File: src/vic_pkg.sv
/*
  vic_pkg: constants, field positions, sense modes and state types of the
  vectored interrupt controller.
  assumes: one 200 MHz system clock, 32-bit register port with byte addresses.
*/
`default_nettype none
package vic_pkg;

  // ****************************************************************
  // sizes
  // ****************************************************************
  localparam int NSRC = 32;
  localparam int PRIO_W = 3;
  localparam int SRC_W = 5;
  localparam int STK_DEPTH = 8;
  localparam int SP_W = 4;
  localparam int ADDR_W = 9;
  localparam int DATA_W = 32;
  localparam int SYS_LINES = 4;

  // ****************************************************************
  // register offsets (byte addresses)
  // ****************************************************************
  localparam logic [1:0] REGION_MODE = 2'h0;
  localparam logic [1:0] REGION_VECT = 2'h1;
  localparam logic [ADDR_W-1:0] OFS_VECTOR_READ = 9'h100;
  localparam logic [ADDR_W-1:0] OFS_FAST_VECTOR = 9'h104;
  localparam logic [ADDR_W-1:0] OFS_CUR_SOURCE = 9'h108;
  localparam logic [ADDR_W-1:0] OFS_PENDING = 9'h10c;
  localparam logic [ADDR_W-1:0] OFS_MASK = 9'h110;
  localparam logic [ADDR_W-1:0] OFS_CORE_STATUS = 9'h114;
  localparam logic [ADDR_W-1:0] OFS_ENABLE_CMD = 9'h120;
  localparam logic [ADDR_W-1:0] OFS_DISABLE_CMD = 9'h124;
  localparam logic [ADDR_W-1:0] OFS_CLEAR_CMD = 9'h128;
  localparam logic [ADDR_W-1:0] OFS_SET_CMD = 9'h12c;
  localparam logic [ADDR_W-1:0] OFS_END_OF_SERVICE = 9'h130;
  localparam logic [ADDR_W-1:0] OFS_SPURIOUS = 9'h134;
  localparam logic [ADDR_W-1:0] OFS_GEN_CTRL = 9'h138;
  localparam logic [ADDR_W-1:0] OFS_FAST_EN_CMD = 9'h140;
  localparam logic [ADDR_W-1:0] OFS_FAST_DIS_CMD = 9'h144;
  localparam logic [ADDR_W-1:0] OFS_FAST_STATUS = 9'h148;

  // ****************************************************************
  // field positions and reset values
  // ****************************************************************
  localparam int SMR_PRIO_LSB = 0;
  localparam int SMR_SENSE_LSB = 5;
  localparam int GEN_MASK_BIT = 1;
  localparam int CISR_STD_BIT = 1;
  localparam int CISR_FAST_BIT = 0;
  localparam logic [NSRC-1:0] EXT_SRC_MASK = 32'he000_0001;
  localparam logic [NSRC-1:0] SRC0_BIT = 32'h0000_0001;
  localparam logic [DATA_W-1:0] RST_SPURIOUS = 32'h0000_0000;

  // ****************************************************************
  // types
  // ****************************************************************
  typedef enum logic [1:0] {
    SENSE_LOW = 2'b00,
    SENSE_FALL = 2'b01,
    SENSE_HIGH = 2'b10,
    SENSE_RISE = 2'b11
  } vic_sense_t;

  typedef struct packed {
    logic [SRC_W-1:0] src;
    logic [PRIO_W-1:0] prio;
  } vic_stk_ent_t;

  typedef struct packed {
    logic [NSRC-1:0] sync1;
    logic [NSRC-1:0] sync2;
    logic [NSRC-1:0] prev;
    logic [NSRC-1:0] edge_lat;
    logic [NSRC-1:0] enable;
    logic [NSRC-1:0] fast_en;
    logic [NSRC-1:0][PRIO_W-1:0] prio;
    vic_sense_t [NSRC-1:0] sense;
    vic_stk_ent_t [STK_DEPTH-1:0] stack;
    logic [SP_W-1:0] sp;
    logic gen_mask;
    logic [DATA_W-1:0] spur_vec;
    logic fast_n;
    logic std_n;
    logic wake;
  } vic_state_t;

endpackage : vic_pkg
`default_nettype wire

File: src/vic_ctrl.sv
/*
  vic_ctrl: vectored, maskable, eight-level priority interrupt controller.
  assumes: all source lines and bus strobes are synchronous to sys_clk_in;
  the core reads the vector register on entry and writes end-of-service on exit.
*/
// The register addresses and the plain strobed port were decided locally.
// Summary of operation
// - thirty-two maskable vectored sources, eight priorities
// - drive active-low fast and standard requests
// - higher priority preempts one in service
// - internal sources level or edge sensed
// - external sources rise, fall, high, low
// - fast forcing routes any source to fast
// - source zero is the fast pin
// - source one ORs system peripheral lines
// - sources two to thirty-one peripheral lines
// - peripheral id equals source number
// - always clocked, no clock gating
// - any request wakes idle core
// - general mask wakes without raising requests
// - priority zero lowest, seven highest
// - ties go to lowest source number
// - vector read clears current unless fast-forced
// - eight-deep stack pushed on read, popped
`timescale 1ns/10ps
`default_nettype none
module vic_ctrl
  import vic_pkg::*;
(
  input wire logic sys_clk_in,
  input wire logic rstn_in,
  input wire logic fast_irq_pin_in,
  input wire logic [SYS_LINES-1:0] system_irq_lines_in,
  input wire logic [NSRC-1:2] periph_irq_in,
  input wire logic [ADDR_W-1:0] addr_in,
  input wire logic [DATA_W-1:0] wdata_in,
  input wire logic wr_in,
  input wire logic rd_in,
  output logic [DATA_W-1:0] rdata_out,
  output logic fast_req_out_n,
  output logic std_req_out_n,
  output logic wake_out
);

  // ****************************************************************
  // state
  // ****************************************************************
  vic_state_t state_reg;
  vic_state_t state_next;

  logic [NSRC-1:0] raw_src;
  logic [NSRC-1:0] edge_mode;
  logic [NSRC-1:0] level_act;
  logic [NSRC-1:0] edge_hit;
  logic [NSRC-1:0] pending;
  logic [NSRC-1:0] std_cand;
  logic fast_act;
  logic [SRC_W-1:0] win_src;
  logic [PRIO_W-1:0] win_prio;
  logic win_any;
  logic [SP_W-1:0] top_idx;
  vic_stk_ent_t cur_ent;
  logic irq_pend;
  logic mode_region;
  logic vect_region;
  logic [SRC_W-1:0] reg_idx;
  logic ram_we;
  logic ram_re;
  logic [SRC_W-1:0] ram_raddr;
  logic [DATA_W-1:0] rd_alt;
  logic ivr_rd;
  logic fvr_rd;
  logic wr_mode;
  logic wr_set_cmd;
  logic wr_clr_cmd;
  logic wr_en_cmd;
  logic wr_dis_cmd;
  logic wr_fen_cmd;
  logic wr_fdis_cmd;
  logic wr_spur;
  logic wr_gen;
  logic wr_eos;
  logic stk_empty;
  logic stk_full;

  // ****************************************************************
  // source assembly
  // ****************************************************************
  // source index doubles as the peripheral id
  assign raw_src = {periph_irq_in, |system_irq_lines_in, fast_irq_pin_in};

  // ****************************************************************
  // input stage per source
  // ****************************************************************
  genvar gi;
  generate
    for (gi = 0; gi < NSRC; gi++)
    begin : g_src
      logic act_high;
      // internal lines have no polarity choice: only edge or level
      assign act_high = EXT_SRC_MASK[gi] ? state_reg.sense[gi][1] : 1'b1;
      assign edge_mode[gi] = state_reg.sense[gi][0];
      assign level_act[gi] = act_high ? state_reg.sync2[gi] : ~state_reg.sync2[gi];
      assign edge_hit[gi] = act_high ? (state_reg.sync2[gi] & ~state_reg.prev[gi]) :
                                       (~state_reg.sync2[gi] & state_reg.prev[gi]);
      assign pending[gi] = edge_mode[gi] ? state_reg.edge_lat[gi] : level_act[gi];
    end
  endgenerate

  // ****************************************************************
  // priority resolution
  // ****************************************************************
  // source 0 and fast-forced sources never compete for the standard line
  assign std_cand = pending & state_reg.enable & ~state_reg.fast_en & ~SRC0_BIT;
  assign fast_act = |(pending & state_reg.enable & (state_reg.fast_en | SRC0_BIT));

  always_comb
  begin
    win_src = '0;
    win_prio = '0;
    win_any = 1'b0;
    // walk downward with >= so the lowest number wins a tie
    for (int i = NSRC - 1; i >= 0; i--)
    begin
      if (std_cand[i] && (!win_any || state_reg.prio[i] >= win_prio))
      begin
        win_src = SRC_W'(i);
        win_prio = state_reg.prio[i];
        win_any = 1'b1;
      end
    end
  end

  // a full stack refuses the push; an empty one turns end-of-service into a no-op
  assign stk_empty = (state_reg.sp == '0);
  assign stk_full = (state_reg.sp == SP_W'(STK_DEPTH));
  assign top_idx = state_reg.sp - 4'h1;
  assign cur_ent = !stk_empty ? state_reg.stack[top_idx[2:0]] : '0;
  // only a strictly higher level may interrupt the one in service
  assign irq_pend = win_any && (stk_empty || (win_prio > cur_ent.prio));

  // ****************************************************************
  // register port decode
  // ****************************************************************
  assign mode_region = (addr_in[8:7] == REGION_MODE);
  assign vect_region = (addr_in[8:7] == REGION_VECT);
  assign reg_idx = addr_in[6:2];
  assign ivr_rd = rd_in && (addr_in == OFS_VECTOR_READ);
  assign fvr_rd = rd_in && (addr_in == OFS_FAST_VECTOR);
  assign ram_we = wr_in && vect_region;

  // ****************************************************************
  // write strobe decode
  // ****************************************************************
  // one strobe per command word; unmapped offsets raise none of them
  assign wr_mode = wr_in && mode_region;
  assign wr_set_cmd = wr_in && (addr_in == OFS_SET_CMD);
  assign wr_clr_cmd = wr_in && (addr_in == OFS_CLEAR_CMD);
  assign wr_en_cmd = wr_in && (addr_in == OFS_ENABLE_CMD);
  assign wr_dis_cmd = wr_in && (addr_in == OFS_DISABLE_CMD);
  assign wr_fen_cmd = wr_in && (addr_in == OFS_FAST_EN_CMD);
  assign wr_fdis_cmd = wr_in && (addr_in == OFS_FAST_DIS_CMD);
  assign wr_spur = wr_in && (addr_in == OFS_SPURIOUS);
  assign wr_gen = wr_in && (addr_in == OFS_GEN_CTRL);
  assign wr_eos = wr_in && (addr_in == OFS_END_OF_SERVICE);

  always_comb
  begin
    ram_re = 1'b0;
    ram_raddr = reg_idx;
    if (rd_in && vect_region)
    begin
      ram_re = 1'b1;
    end
    else if (ivr_rd && irq_pend)
    begin
      ram_re = 1'b1;
      ram_raddr = win_src;
    end
    else if (fvr_rd && fast_act)
    begin
      ram_re = 1'b1;
      ram_raddr = '0;
    end
  end

  always_comb
  begin
    rd_alt = '0;
    if (mode_region)
    begin
      rd_alt[SMR_PRIO_LSB +: PRIO_W] = state_reg.prio[reg_idx];
      rd_alt[SMR_SENSE_LSB +: 2] = state_reg.sense[reg_idx];
    end
    else
    begin
      case (addr_in)
        OFS_VECTOR_READ: rd_alt = state_reg.spur_vec;
        OFS_FAST_VECTOR: rd_alt = state_reg.spur_vec;
        OFS_CUR_SOURCE: rd_alt[SRC_W-1:0] = cur_ent.src;
        OFS_PENDING: rd_alt = pending;
        OFS_MASK: rd_alt = state_reg.enable;
        OFS_CORE_STATUS:
        begin
          rd_alt[CISR_STD_BIT] = ~state_reg.std_n;
          rd_alt[CISR_FAST_BIT] = ~state_reg.fast_n;
        end
        OFS_SPURIOUS: rd_alt = state_reg.spur_vec;
        OFS_GEN_CTRL: rd_alt[GEN_MASK_BIT] = state_reg.gen_mask;
        OFS_FAST_STATUS: rd_alt = state_reg.fast_en;
        default: rd_alt = '0;
      endcase
    end
  end

  // ****************************************************************
  // next state
  // ****************************************************************
  always_comb
  begin
    logic [NSRC-1:0] set_v;
    logic [NSRC-1:0] clr_v;
    vic_stk_ent_t push_ent;
    set_v = '0;
    clr_v = '0;
    push_ent = '0;
    state_next = state_reg;

    // two flops per line before any detector looks at it
    state_next.sync1 = raw_src;
    state_next.sync2 = state_reg.sync1;
    state_next.prev = state_reg.sync2;

    set_v = edge_hit;
    if (wr_set_cmd)
    begin
      set_v = set_v | wdata_in;
    end
    if (wr_clr_cmd)
    begin
      clr_v = clr_v | wdata_in;
    end

    if (wr_mode)
    begin
      state_next.prio[reg_idx] = wdata_in[SMR_PRIO_LSB +: PRIO_W];
      state_next.sense[reg_idx] = vic_sense_t'(wdata_in[SMR_SENSE_LSB +: 2]);
    end

    if (wr_en_cmd)
    begin
      state_next.enable = state_reg.enable | wdata_in;
    end
    if (wr_dis_cmd)
    begin
      state_next.enable = state_reg.enable & ~wdata_in;
    end
    if (wr_fen_cmd)
    begin
      state_next.fast_en = state_reg.fast_en | wdata_in;
    end
    if (wr_fdis_cmd)
    begin
      state_next.fast_en = state_reg.fast_en & ~wdata_in;
    end
    if (wr_spur)
    begin
      state_next.spur_vec = wdata_in;
    end
    if (wr_gen)
    begin
      state_next.gen_mask = wdata_in[GEN_MASK_BIT];
    end

    // entry: winner becomes current, its edge memory is consumed
    if (ivr_rd && irq_pend && !stk_full)
    begin
      push_ent.src = win_src;
      push_ent.prio = win_prio;
      state_next.stack[state_reg.sp[2:0]] = push_ent;
      state_next.sp = state_reg.sp + 4'h1;
      if (!state_reg.fast_en[win_src])
      begin
        clr_v[win_src] = 1'b1;
      end
    end
    if (fvr_rd && fast_act)
    begin
      clr_v[0] = 1'b1;
    end

    // exit: previous level resurfaces from the stack
    if (wr_eos && !stk_empty)
    begin
      state_next.sp = state_reg.sp - 4'h1;
    end

    // set beats clear; level-sensed sources ignore both
    state_next.edge_lat = edge_mode & ((state_reg.edge_lat & ~clr_v) | set_v);

    // general mask holds the lines quiet but still wakes the core
    state_next.fast_n = ~(fast_act & ~state_reg.gen_mask);
    state_next.std_n = ~(irq_pend & ~state_reg.gen_mask);
    state_next.wake = fast_act | irq_pend;
  end

  // ****************************************************************
  // state register
  // ****************************************************************
  // runs on the free system clock; no gating input exists here
  always_ff @(posedge sys_clk_in or negedge rstn_in)
  begin
    if (!rstn_in)
    begin
      state_reg <= '0;
      state_reg.fast_n <= 1'b1;
      state_reg.std_n <= 1'b1;
      state_reg.spur_vec <= RST_SPURIOUS;
    end
    else
    begin
      state_reg <= state_next;
    end
  end

  // ****************************************************************
  // vector store and read data
  // ****************************************************************
  // every read, array or not, leaves through the store's output flop
  vic_vec_ram u_vec_ram (
    .sys_clk_in(sys_clk_in),
    .rstn_in(rstn_in),
    .we_in(ram_we),
    .waddr_in(reg_idx),
    .wdata_in(wdata_in),
    .re_in(ram_re),
    .raddr_in(ram_raddr),
    .alt_in(rd_alt),
    .q_out(rdata_out)
  );

  assign fast_req_out_n = state_reg.fast_n;
  assign std_req_out_n = state_reg.std_n;
  assign wake_out = state_reg.wake;

endmodule : vic_ctrl
`default_nettype wire

File: src/vic_vec_ram.sv
/*
  vic_vec_ram: handler vector store, one word per source, registered read.
  assumes: one write port, one read port; q_out loads alt_in when no array
  read is requested, so the caller can route any register through it.
*/
`timescale 1ns/10ps
`default_nettype none
module vic_vec_ram
  import vic_pkg::*;
(
  input wire logic sys_clk_in,
  input wire logic rstn_in,
  input wire logic we_in,
  input wire logic [SRC_W-1:0] waddr_in,
  input wire logic [DATA_W-1:0] wdata_in,
  input wire logic re_in,
  input wire logic [SRC_W-1:0] raddr_in,
  input wire logic [DATA_W-1:0] alt_in,
  output logic [DATA_W-1:0] q_out
);

  // array is not reset: vectors are undefined until software loads them
  logic [DATA_W-1:0] mem_reg [NSRC];

  always_ff @(posedge sys_clk_in)
  begin
    if (we_in)
    begin
      mem_reg[waddr_in] <= wdata_in;
    end
  end

  always_ff @(posedge sys_clk_in or negedge rstn_in)
  begin
    if (!rstn_in)
    begin
      q_out <= '0;
    end
    else
    begin
      q_out <= re_in ? mem_reg[raddr_in] : alt_in;
    end
  end

endmodule : vic_vec_ram
`default_nettype wire

File: config.mk
export PLATFORM = sky130hd
export DESIGN_NAME = vic_ctrl
export DESIGN_NICKNAME = d
export VERILOG_FILES = /design/src/vic_pkg.sv /design/src/vic_ctrl.sv /design/src/vic_vec_ram.sv
export SDC_FILE = /design/constraint.sdc
export NUM_CORES = 2
export LEC_CHECK = 0
export BUFFER_PORTS_ARGS = -buffer_cell sky130_fd_sc_hd__buf_2
export CAP_MARGIN = 20
export CORE_ASPECT_RATIO = 1.25
export CORE_UTILIZATION = 35
export CTS_CLUSTER_SIZE = 28
export DETAILED_ROUTE_END_ITERATION = 10
export HOLD_SLACK_MARGIN = 0.1
export PLACE_DENSITY = 0.52
export RECOVER_POWER = 100
export SYNTH_ARGS = -nofsm -noshare
export SYNTH_HDL_FRONTEND = slang
export SYNTH_SLANG_ARGS = --single-unit
File: constraint.sdc
create_clock -name sys_clk_in -period 42.8 [get_ports sys_clk_in]
set_input_delay 10.7 -clock sys_clk_in [delete_from_list [all_inputs] [get_ports sys_clk_in]]
set_output_delay 10.7 -clock sys_clk_in [all_outputs]
set_load 0.05 [all_outputs]
Word level (Yosys, flattened, before mapping)
Memory sizes are Yosys's and may differ from the RTL's.
Cells that the tools add are included.
{"block": "word_totals", "input_bits": 80, "output_inout_bits": 35, "ram_bits": 1024, "mem_count": 1, "wordCells": 551, "regBits": 488}
{"block": "op_classes", "order_cmp": 38, "eq_ne": 18, "mux": 181, "bitwise_logic": 95, "reduce_logical": 123, "n_addsub": 2}
{"memory": "u_vec_ram.mem_reg", "words": 32, "width": 32, "read_ports": 1, "rd_ports_with_merged_regs": 0, "write_ports": 1, "line_no": "vic_vec_ram.sv:23", "source": "logic [DATA_W-1:0] mem_reg [NSRC];"}
{"op": "32-bit 2-to-1 mux", "n": 9}
{"op": "32-bit bitwise AND", "n": 7}
{"op": "5-bit 2-to-1 mux", "n": 34}
{"op": "32-bit bitwise OR", "n": 5}
{"op": "9-bit == test, second input constant", "n": 16}
{"op": "64-bit bitwise mux", "n": 2}
{"op": "27-bit one-hot mux with 4 select lines", "n": 1}
{"op": "3-bit 2-to-1 mux", "n": 34}
{"op": "96-bit bitwise mux", "n": 1}
{"op": "32-bit inverter", "n": 3}
{"op": "3-bit >= comparator", "n": 30}
{"op": "1-bit 2-to-1 mux", "n": 79}
{"op": "1-bit logical AND", "n": 52}
{"op": "1-bit inverter", "n": 41}
{"op": "1-bit bitwise AND", "n": 38}
{"op": "1-bit zero test", "n": 32}
{"op": "32-bit OR reduction", "n": 1}
{"op": "1-bit logical OR", "n": 31}
{"op": "25-bit 2-to-1 mux", "n": 1}
{"op": "8-bit binary-select mux with 3-bit select", "n": 1}
{"op": "8-bit demux with 3-bit select", "n": 1}
{"op": "8-bit 2-to-1 mux", "n": 3}
{"op": "3-bit binary-select mux with 5-bit select", "n": 1}
{"op": "3-bit demux with 5-bit select", "n": 1}
{"op": "other kinds (24)", "n": 33}

Depth between registers and ports, before layout
{"block": "depth", "depth_word": 138, "ltp_mapped": 242, "depth_no_buf": 233}

Hierarchy
A second synthesis with hierarchy kept.
{"block": "unflattened", "hier_cells": 4681, "hier_area_um2": 66665.2}
{"mod": "vic_vec_ram", "cells_each": 2200, "area_per_inst_um2": 40913.0, "seq_area_each_um2": 31550.3, "instances": 1}
{"mod": "vic_ctrl", "cells_each": 2481, "area_per_inst_um2": 25752.2, "seq_area_each_um2": 11413.4, "instances": 1}

Least setup slack after synthesis
No wires, ideal clock.
{"block": "synth_timing", "path_kind": "reg-to-reg", "start": "register state_reg, in the netlist state_next[391]", "end": "register u_vec_ram.q_out[7]", "setup_ns": 0.168, "required_ns": 42.632, "synth_period_minus_slack_ns": 42.959, "arrival_ns": 42.791, "path_stages_with_launch": 224, "setup_slack_ns": -0.159, "path_buffers": 8, "path_cell_list": "dfrtp_1 xnor2_1 o2111a_1 and2_1 ha_1 nand2b_1 a211oi_1 o21ai_0 nand3_1 nand2_1 ha_1 nand2b_1 a21o_1 a221oi_2 nand2b_1 a31oi_1 ha_1 nand2b_1 (+188 left out) nor2_1 a21oi_1 ha_1 nor2b_1 o21a_1 o21ai_0 a21oi_1 and4_1 clkbuf_1 a21oi_1 a31o_2 clkbuf_1 clkbuf_1 a211oi_1 a2111oi_0 a211oi_1 nor4_1 o221ai_1"}
{"block": "synth_via", "elab_chain_len": 134, "word_cells_on_any_way": 233, "cone_classes": "31 x order compare; 102 x mux; 4 x bitwise; 95 x reduce/logical; 1 x memory"}
{"element": "from (decl)", "line_no": "vic_ctrl.sv:48", "source": "vic_state_t state_reg;"}
{"element": "from (signal assigned)", "line_no": "vic_ctrl.sv:322", "source": "state_reg <= state_next;"}
{"element": "1-bit inverter", "line_no": "vic_ctrl.sv:103", "source": "assign level_act[gi] = act_high ? state_reg.sync2[gi] : ~state_reg.sync2[gi];"}
{"element": "1-bit 2-to-1 mux *", "line_no": "vic_ctrl.sv:103"}
{"element": "1-bit 2-to-1 mux *", "line_no": "vic_ctrl.sv:106", "source": "assign pending[gi] = edge_mode[gi] ? state_reg.edge_lat[gi] : level_act[gi];"}
{"element": "32-bit bitwise AND * (2 in a row)", "line_no": "vic_ctrl.sv:114", "source": "assign std_cand = pending & state_reg.enable & ~state_reg.fast_en & ~SRC0_BIT;"}
{"element": "3-bit 2-to-1 mux / 1-bit 2-to-1 mux (equally long branches)", "line_no": "vic_ctrl.sv:125", "source": "if (std_cand[i] && (!win_any || state_reg.prio[i] >= win_prio))"}
{"element": "3-bit >= comparator / 1-bit zero test (equally long branches)", "line_no": "vic_ctrl.sv:125"}
{"element": "1-bit logical OR", "line_no": "vic_ctrl.sv:125"}
{"element": "1-bit logical AND", "line_no": "vic_ctrl.sv:125"}
{"element": "(+117 left out)"}
{"element": "via win_prio[1]", "line_no": "vic_ctrl.sv:59", "source": "logic [PRIO_W-1:0] win_prio;"}
{"element": "3-bit > comparator *", "line_no": "vic_ctrl.sv:140", "source": "assign irq_pend = win_any && (stk_empty || (win_prio > cur_ent.prio));"}
{"element": "1-bit logical OR *", "line_no": "vic_ctrl.sv:140"}
{"element": "1-bit logical AND *", "line_no": "vic_ctrl.sv:140"}
{"element": "1-bit logical AND *", "line_no": "vic_ctrl.sv:175", "source": "else if (ivr_rd && irq_pend)"}
{"element": "5-bit 2-to-1 mux", "line_no": "vic_ctrl.sv:175"}
{"element": "5-bit 2-to-1 mux", "line_no": "vic_ctrl.sv:171", "source": "if (rd_in && vect_region)"}
{"element": "memory read 32 x 32 bit"}
{"element": "32-bit 2-to-1 mux *", "line_no": "vic_vec_ram.sv:41", "source": "q_out <= re_in ? mem_reg[raddr_in] : alt_in;"}
{"element": "to (signal assigned)", "line_no": "vic_vec_ram.sv:41"}
{"element": "to (decl)", "line_no": "vic_vec_ram.sv:19", "source": "output logic [DATA_W-1:0] q_out"}
The timed path passes the listed nets; every way through them passes the cells marked *.
A chain may end at the register's enable or synchronous reset.

Final worst setup path
{"block": "layout_timing", "start": "register state_reg, in the netlist state_next[391]", "end": "register u_vec_ram.q_out[6]"}
Same word-level chain as after synthesis.

==> flow_metrics.env <==
export IMPL_run_status="complete, but fails checks"
export IMPL_violations="max-capacitance violations, max-slew violations"
export IMPL_coreArea_sq_um=191000
export IMPL_dr_pass1_iters=8
export IMPL_io_pins=115
export IMPL_largest_reg_flops=1024
export IMPL_fin_ws_ns=1.60
export IMPL_yosys_warnings=0
export IMPL_crit_top_cell="ha_1"
export IMPL_powerDensity_nw_per_um2=45.0
export IMPL_io_buffers=114
export IMPL_clock_skew_ns=0.0359
export IMPL_cts_max_path_buffers=3
export IMPL_cts_hold_fix_buffers=0
export IMPL_peakVddDrop_mv=0.0428
export IMPL_max_freq_mhz=24.3
export IMPL_min_period_ns=41.20
export IMPL_slew_limit_headroom=-4.14
export IMPL_first_global_vias=46857
export IMPL_nFillCells=17752
export IMPL_postRouteAntennaNets=0
export IMPL_netlist_area_sq_um=67300
export IMPL_dp_cells=7913
export IMPL_max_cap_viol_count=76
export IMPL_areaGrowthSynthToFinish_pct=18.1
export IMPL_finalPower_uw=3570
export IMPL_grt_overflow_total=0
export IMPL_cts_tree="yes"
export IMPL_p_leak_uw=0.0295
export IMPL_drive_gt1_frac=0.203
export IMPL_fin_crit_sh=0.963
export IMPL_hp_class="flip-flop to flip-flop"
export IMPL_max_stage_delay_ns=0.52
export IMPL_worstSetupStartpointType="flip-flop"
export IMPL_synthArstFlopShare=0.323
export IMPL_cts_sinks=1512
export IMPL_die_x_um=394
export IMPL_finalHoldViolations=0
export IMPL_worst_setup_path_type="flip-flop to flip-flop"
export IMPL_hpwl_mm=143
export IMPL_yosysSeqAreaShare=0.639
export IMPL_ff2ff_path_depth=221
export IMPL_slew_viol_final=3147
export IMPL_worst_pin_slew_ns=7.70
export IMPL_wl_mm=240
export IMPL_ys_types=96
export IMPL_hold_slack_ns=0.344
export IMPL_cts_buffers=160
export IMPL_finalSetupViolations=0
export IMPL_worst_ep_required_time_ns=43.44
export IMPL_viasPerCell=5.80
export IMPL_cts_root_buffer="clkbuf_16"
export IMPL_cp_slowest_cell="mux4_2"
export IMPL_cp_end_kind="flip-flop"
export IMPL_num_vias=48116
export IMPL_synth_nets=5488
export IMPL_grt_usage=0.240
export IMPL_cts_clk_slew_worst_paths_ns=0.06
export IMPL_drt_initial_drc_count=4684
export IMPL_rows=179
export IMPL_start_util=0.353
export IMPL_dp_slack_ns=-1.28
export IMPL_htreeDepth=4
export IMPL_ys_seq_elements=1512
export IMPL_final_nets=5774
export IMPL_design_area_sq_um=79500
export IMPL_fp_dieArea_sq_um=194000
export IMPL_clkLatencyLatePin_ns=0.83
export IMPL_drc=0
export IMPL_gp_congestion=0.918
export IMPL_synthCells=5336
export IMPL_avgSynthCellArea_sq_um=12.6
export IMPL_synth_edff_count=1024
export IMPL_grt_start_max_net_pins=145
export IMPL_final_cells=8289
export IMPL_critPathArrivalTime_ns=41.84
export IMPL_wl_per_cell_um=29.0
export IMPL_grt_pass1_wl_mm=340
export IMPL_worstHoldPathCells=0
export IMPL_place_area_sq_um=72300
export IMPL_crit_fanout=14
export IMPL_yosys_most_used_dff="edfxtp_1"
export IMPL_grt_antenna_before_repair=21
export IMPL_die_height_um=492
==> worst paths after layout <==
| kind | startpoint | endpoint | slack [ns] |
|---|---|---|---|
| min in group asynchronous | rstn_in | u_vec_ram.q_out[5]$_DFF_PN0_ | 12.43 |
| worst max register to register | state_next[391]$_DFF_PN0_ | u_vec_ram.q_out[6]$_DFF_PN0_ | 1.60 |
| max in group asynchronous | rstn_in | state_reg[379]$_DFF_PN0_ | 20.40 |
| worst min-delay path | state_next[407]$_DFF_PN0_ | level_act[15]$_DFF_PN0_ | 0.34 |
| worst max-delay path | state_next[391]$_DFF_PN0_ | u_vec_ram.q_out[6]$_DFF_PN0_ | 1.60 |
| worst min register to register | state_next[407]$_DFF_PN0_ | level_act[15]$_DFF_PN0_ | 0.34 |
==> critical path: cells and delay by family (launching register included) <==
| kind | cells | cell delay, ns |
|---|---|---|
| AO/OA/AOI/OAI | 94 | 18.16 |
| XOR/XNOR | 1 | 0.19 |
| adder cells (fa/ha/maj) | 34 | 9.26 |
| buffers and inverters | 18 | 2.50 |
| flip-flops | 1 | 0.41 |
| multiplexers | 5 | 1.77 |
| AND/OR/NAND/NOR | 69 | 8.58 |
==> synth_stat cells (42+ instances only) <==
cell | number | area [sq um]
edfxtp_1 | 1024 | 30700
nand2_1 | 842 | 3160
dfrtp_1 | 486 | 12200
nand3_1 | 408 | 2040
mux2_2 | 256 | 2880
clkbuf_1 | 207 | 777
a211oi_1 | 183 | 1370
nor2_1 | 177 | 664
a21oi_1 | 174 | 871
inv_1 | 167 | 627
mux2i_1 | 147 | 1470
a31oi_1 | 104 | 651
a2111oi_0 | 98 | 858
ha_1 | 72 | 901
buf_2 | 64 | 320
o21ai_0 | 64 | 320
mux4_2 | 59 | 1330
nand2b_1 | 53 | 332
o211ai_1 | 51 | 383
nor2b_1 | 42 | 263
==> cells by family after synthesis <==
family,synth area share
and+or+nand+nor,0.115
DFF,0.639
AOI/OAI and AO/OA,0.118
buffers and inverters,0.0291
muxes,0.0846
adders and majority gates,0.0138
xor gates and xnor gates,0.00104
==> layout by cell type, fill, tap and decap left out, drive strengths merged, types with 33 or more instances in the layout <==
cell,n
edfxtp,1024
nand2,842
dfrtp,486
nand3,408
clkbuf,336
buf,311
mux2,257
a211oi,183
a21oi,178
inv,177
nor2,177
mux2i,147
a31oi,104
a2111oi,99
o21ai,78
ha,72
mux4,59
nand2b,53
o211ai,52
clkinv,52
nor2b,42
a221oi,41
a21boi,38
nor3,33
nor4,33
==> repair_timing <==
item	CTS	global route
gates cloned	2	6
endpoints found under the hold margin	0	0
pin swaps	7	114
resized for setup	44	312
setup buffers	14	58
setup endpoints to repair	119	133
==> stage by stage <==
step | setup TNS [ns] | util
6_report | 0 | 0.417
3_5_place_dp | -38.59 | 0.379
2_1_floorplan | 0 | -
4_1_cts | 0 | 0.408
5_1_grt | -11.13 | 0.417
3_3_place_gp | -0.368 | 0.379
==> cell type report <==
cell class	count	area, sq um	area share
Antenna cell	3	7.51	0.0000945
Clock buffer	210	4310	0.0543
Clock inverter	82	870	0.0109
Inverter	170	638	0.00803
Multi-Input combinational cell	3340	24100	0.304
Sequential cell	1512	43000	0.541
Tap cell	2534	3170	0.0399
Timing Repair Buffer	438	3380	0.0425
==> metal layers <==
layer | vias to the layer above | GRT usage | routed length, um
met3 | 469 | 0.0406 | 16000
met1 | 24814 | 0.310 | 97100
met2 | 1911 | 0.402 | 117000
li1 | 20906 | - | -
met5 | - | 0 | 93
met4 | 16 | 0.0932 | 10300
==> where the power goes <==
part	internal [uW]	switching, uW	leakage (uW)
logic	195	352	0.0113
registers	1600	28.1	0.0156
clock network	798	604	0.00251
(Power assumes the default switching activity.)
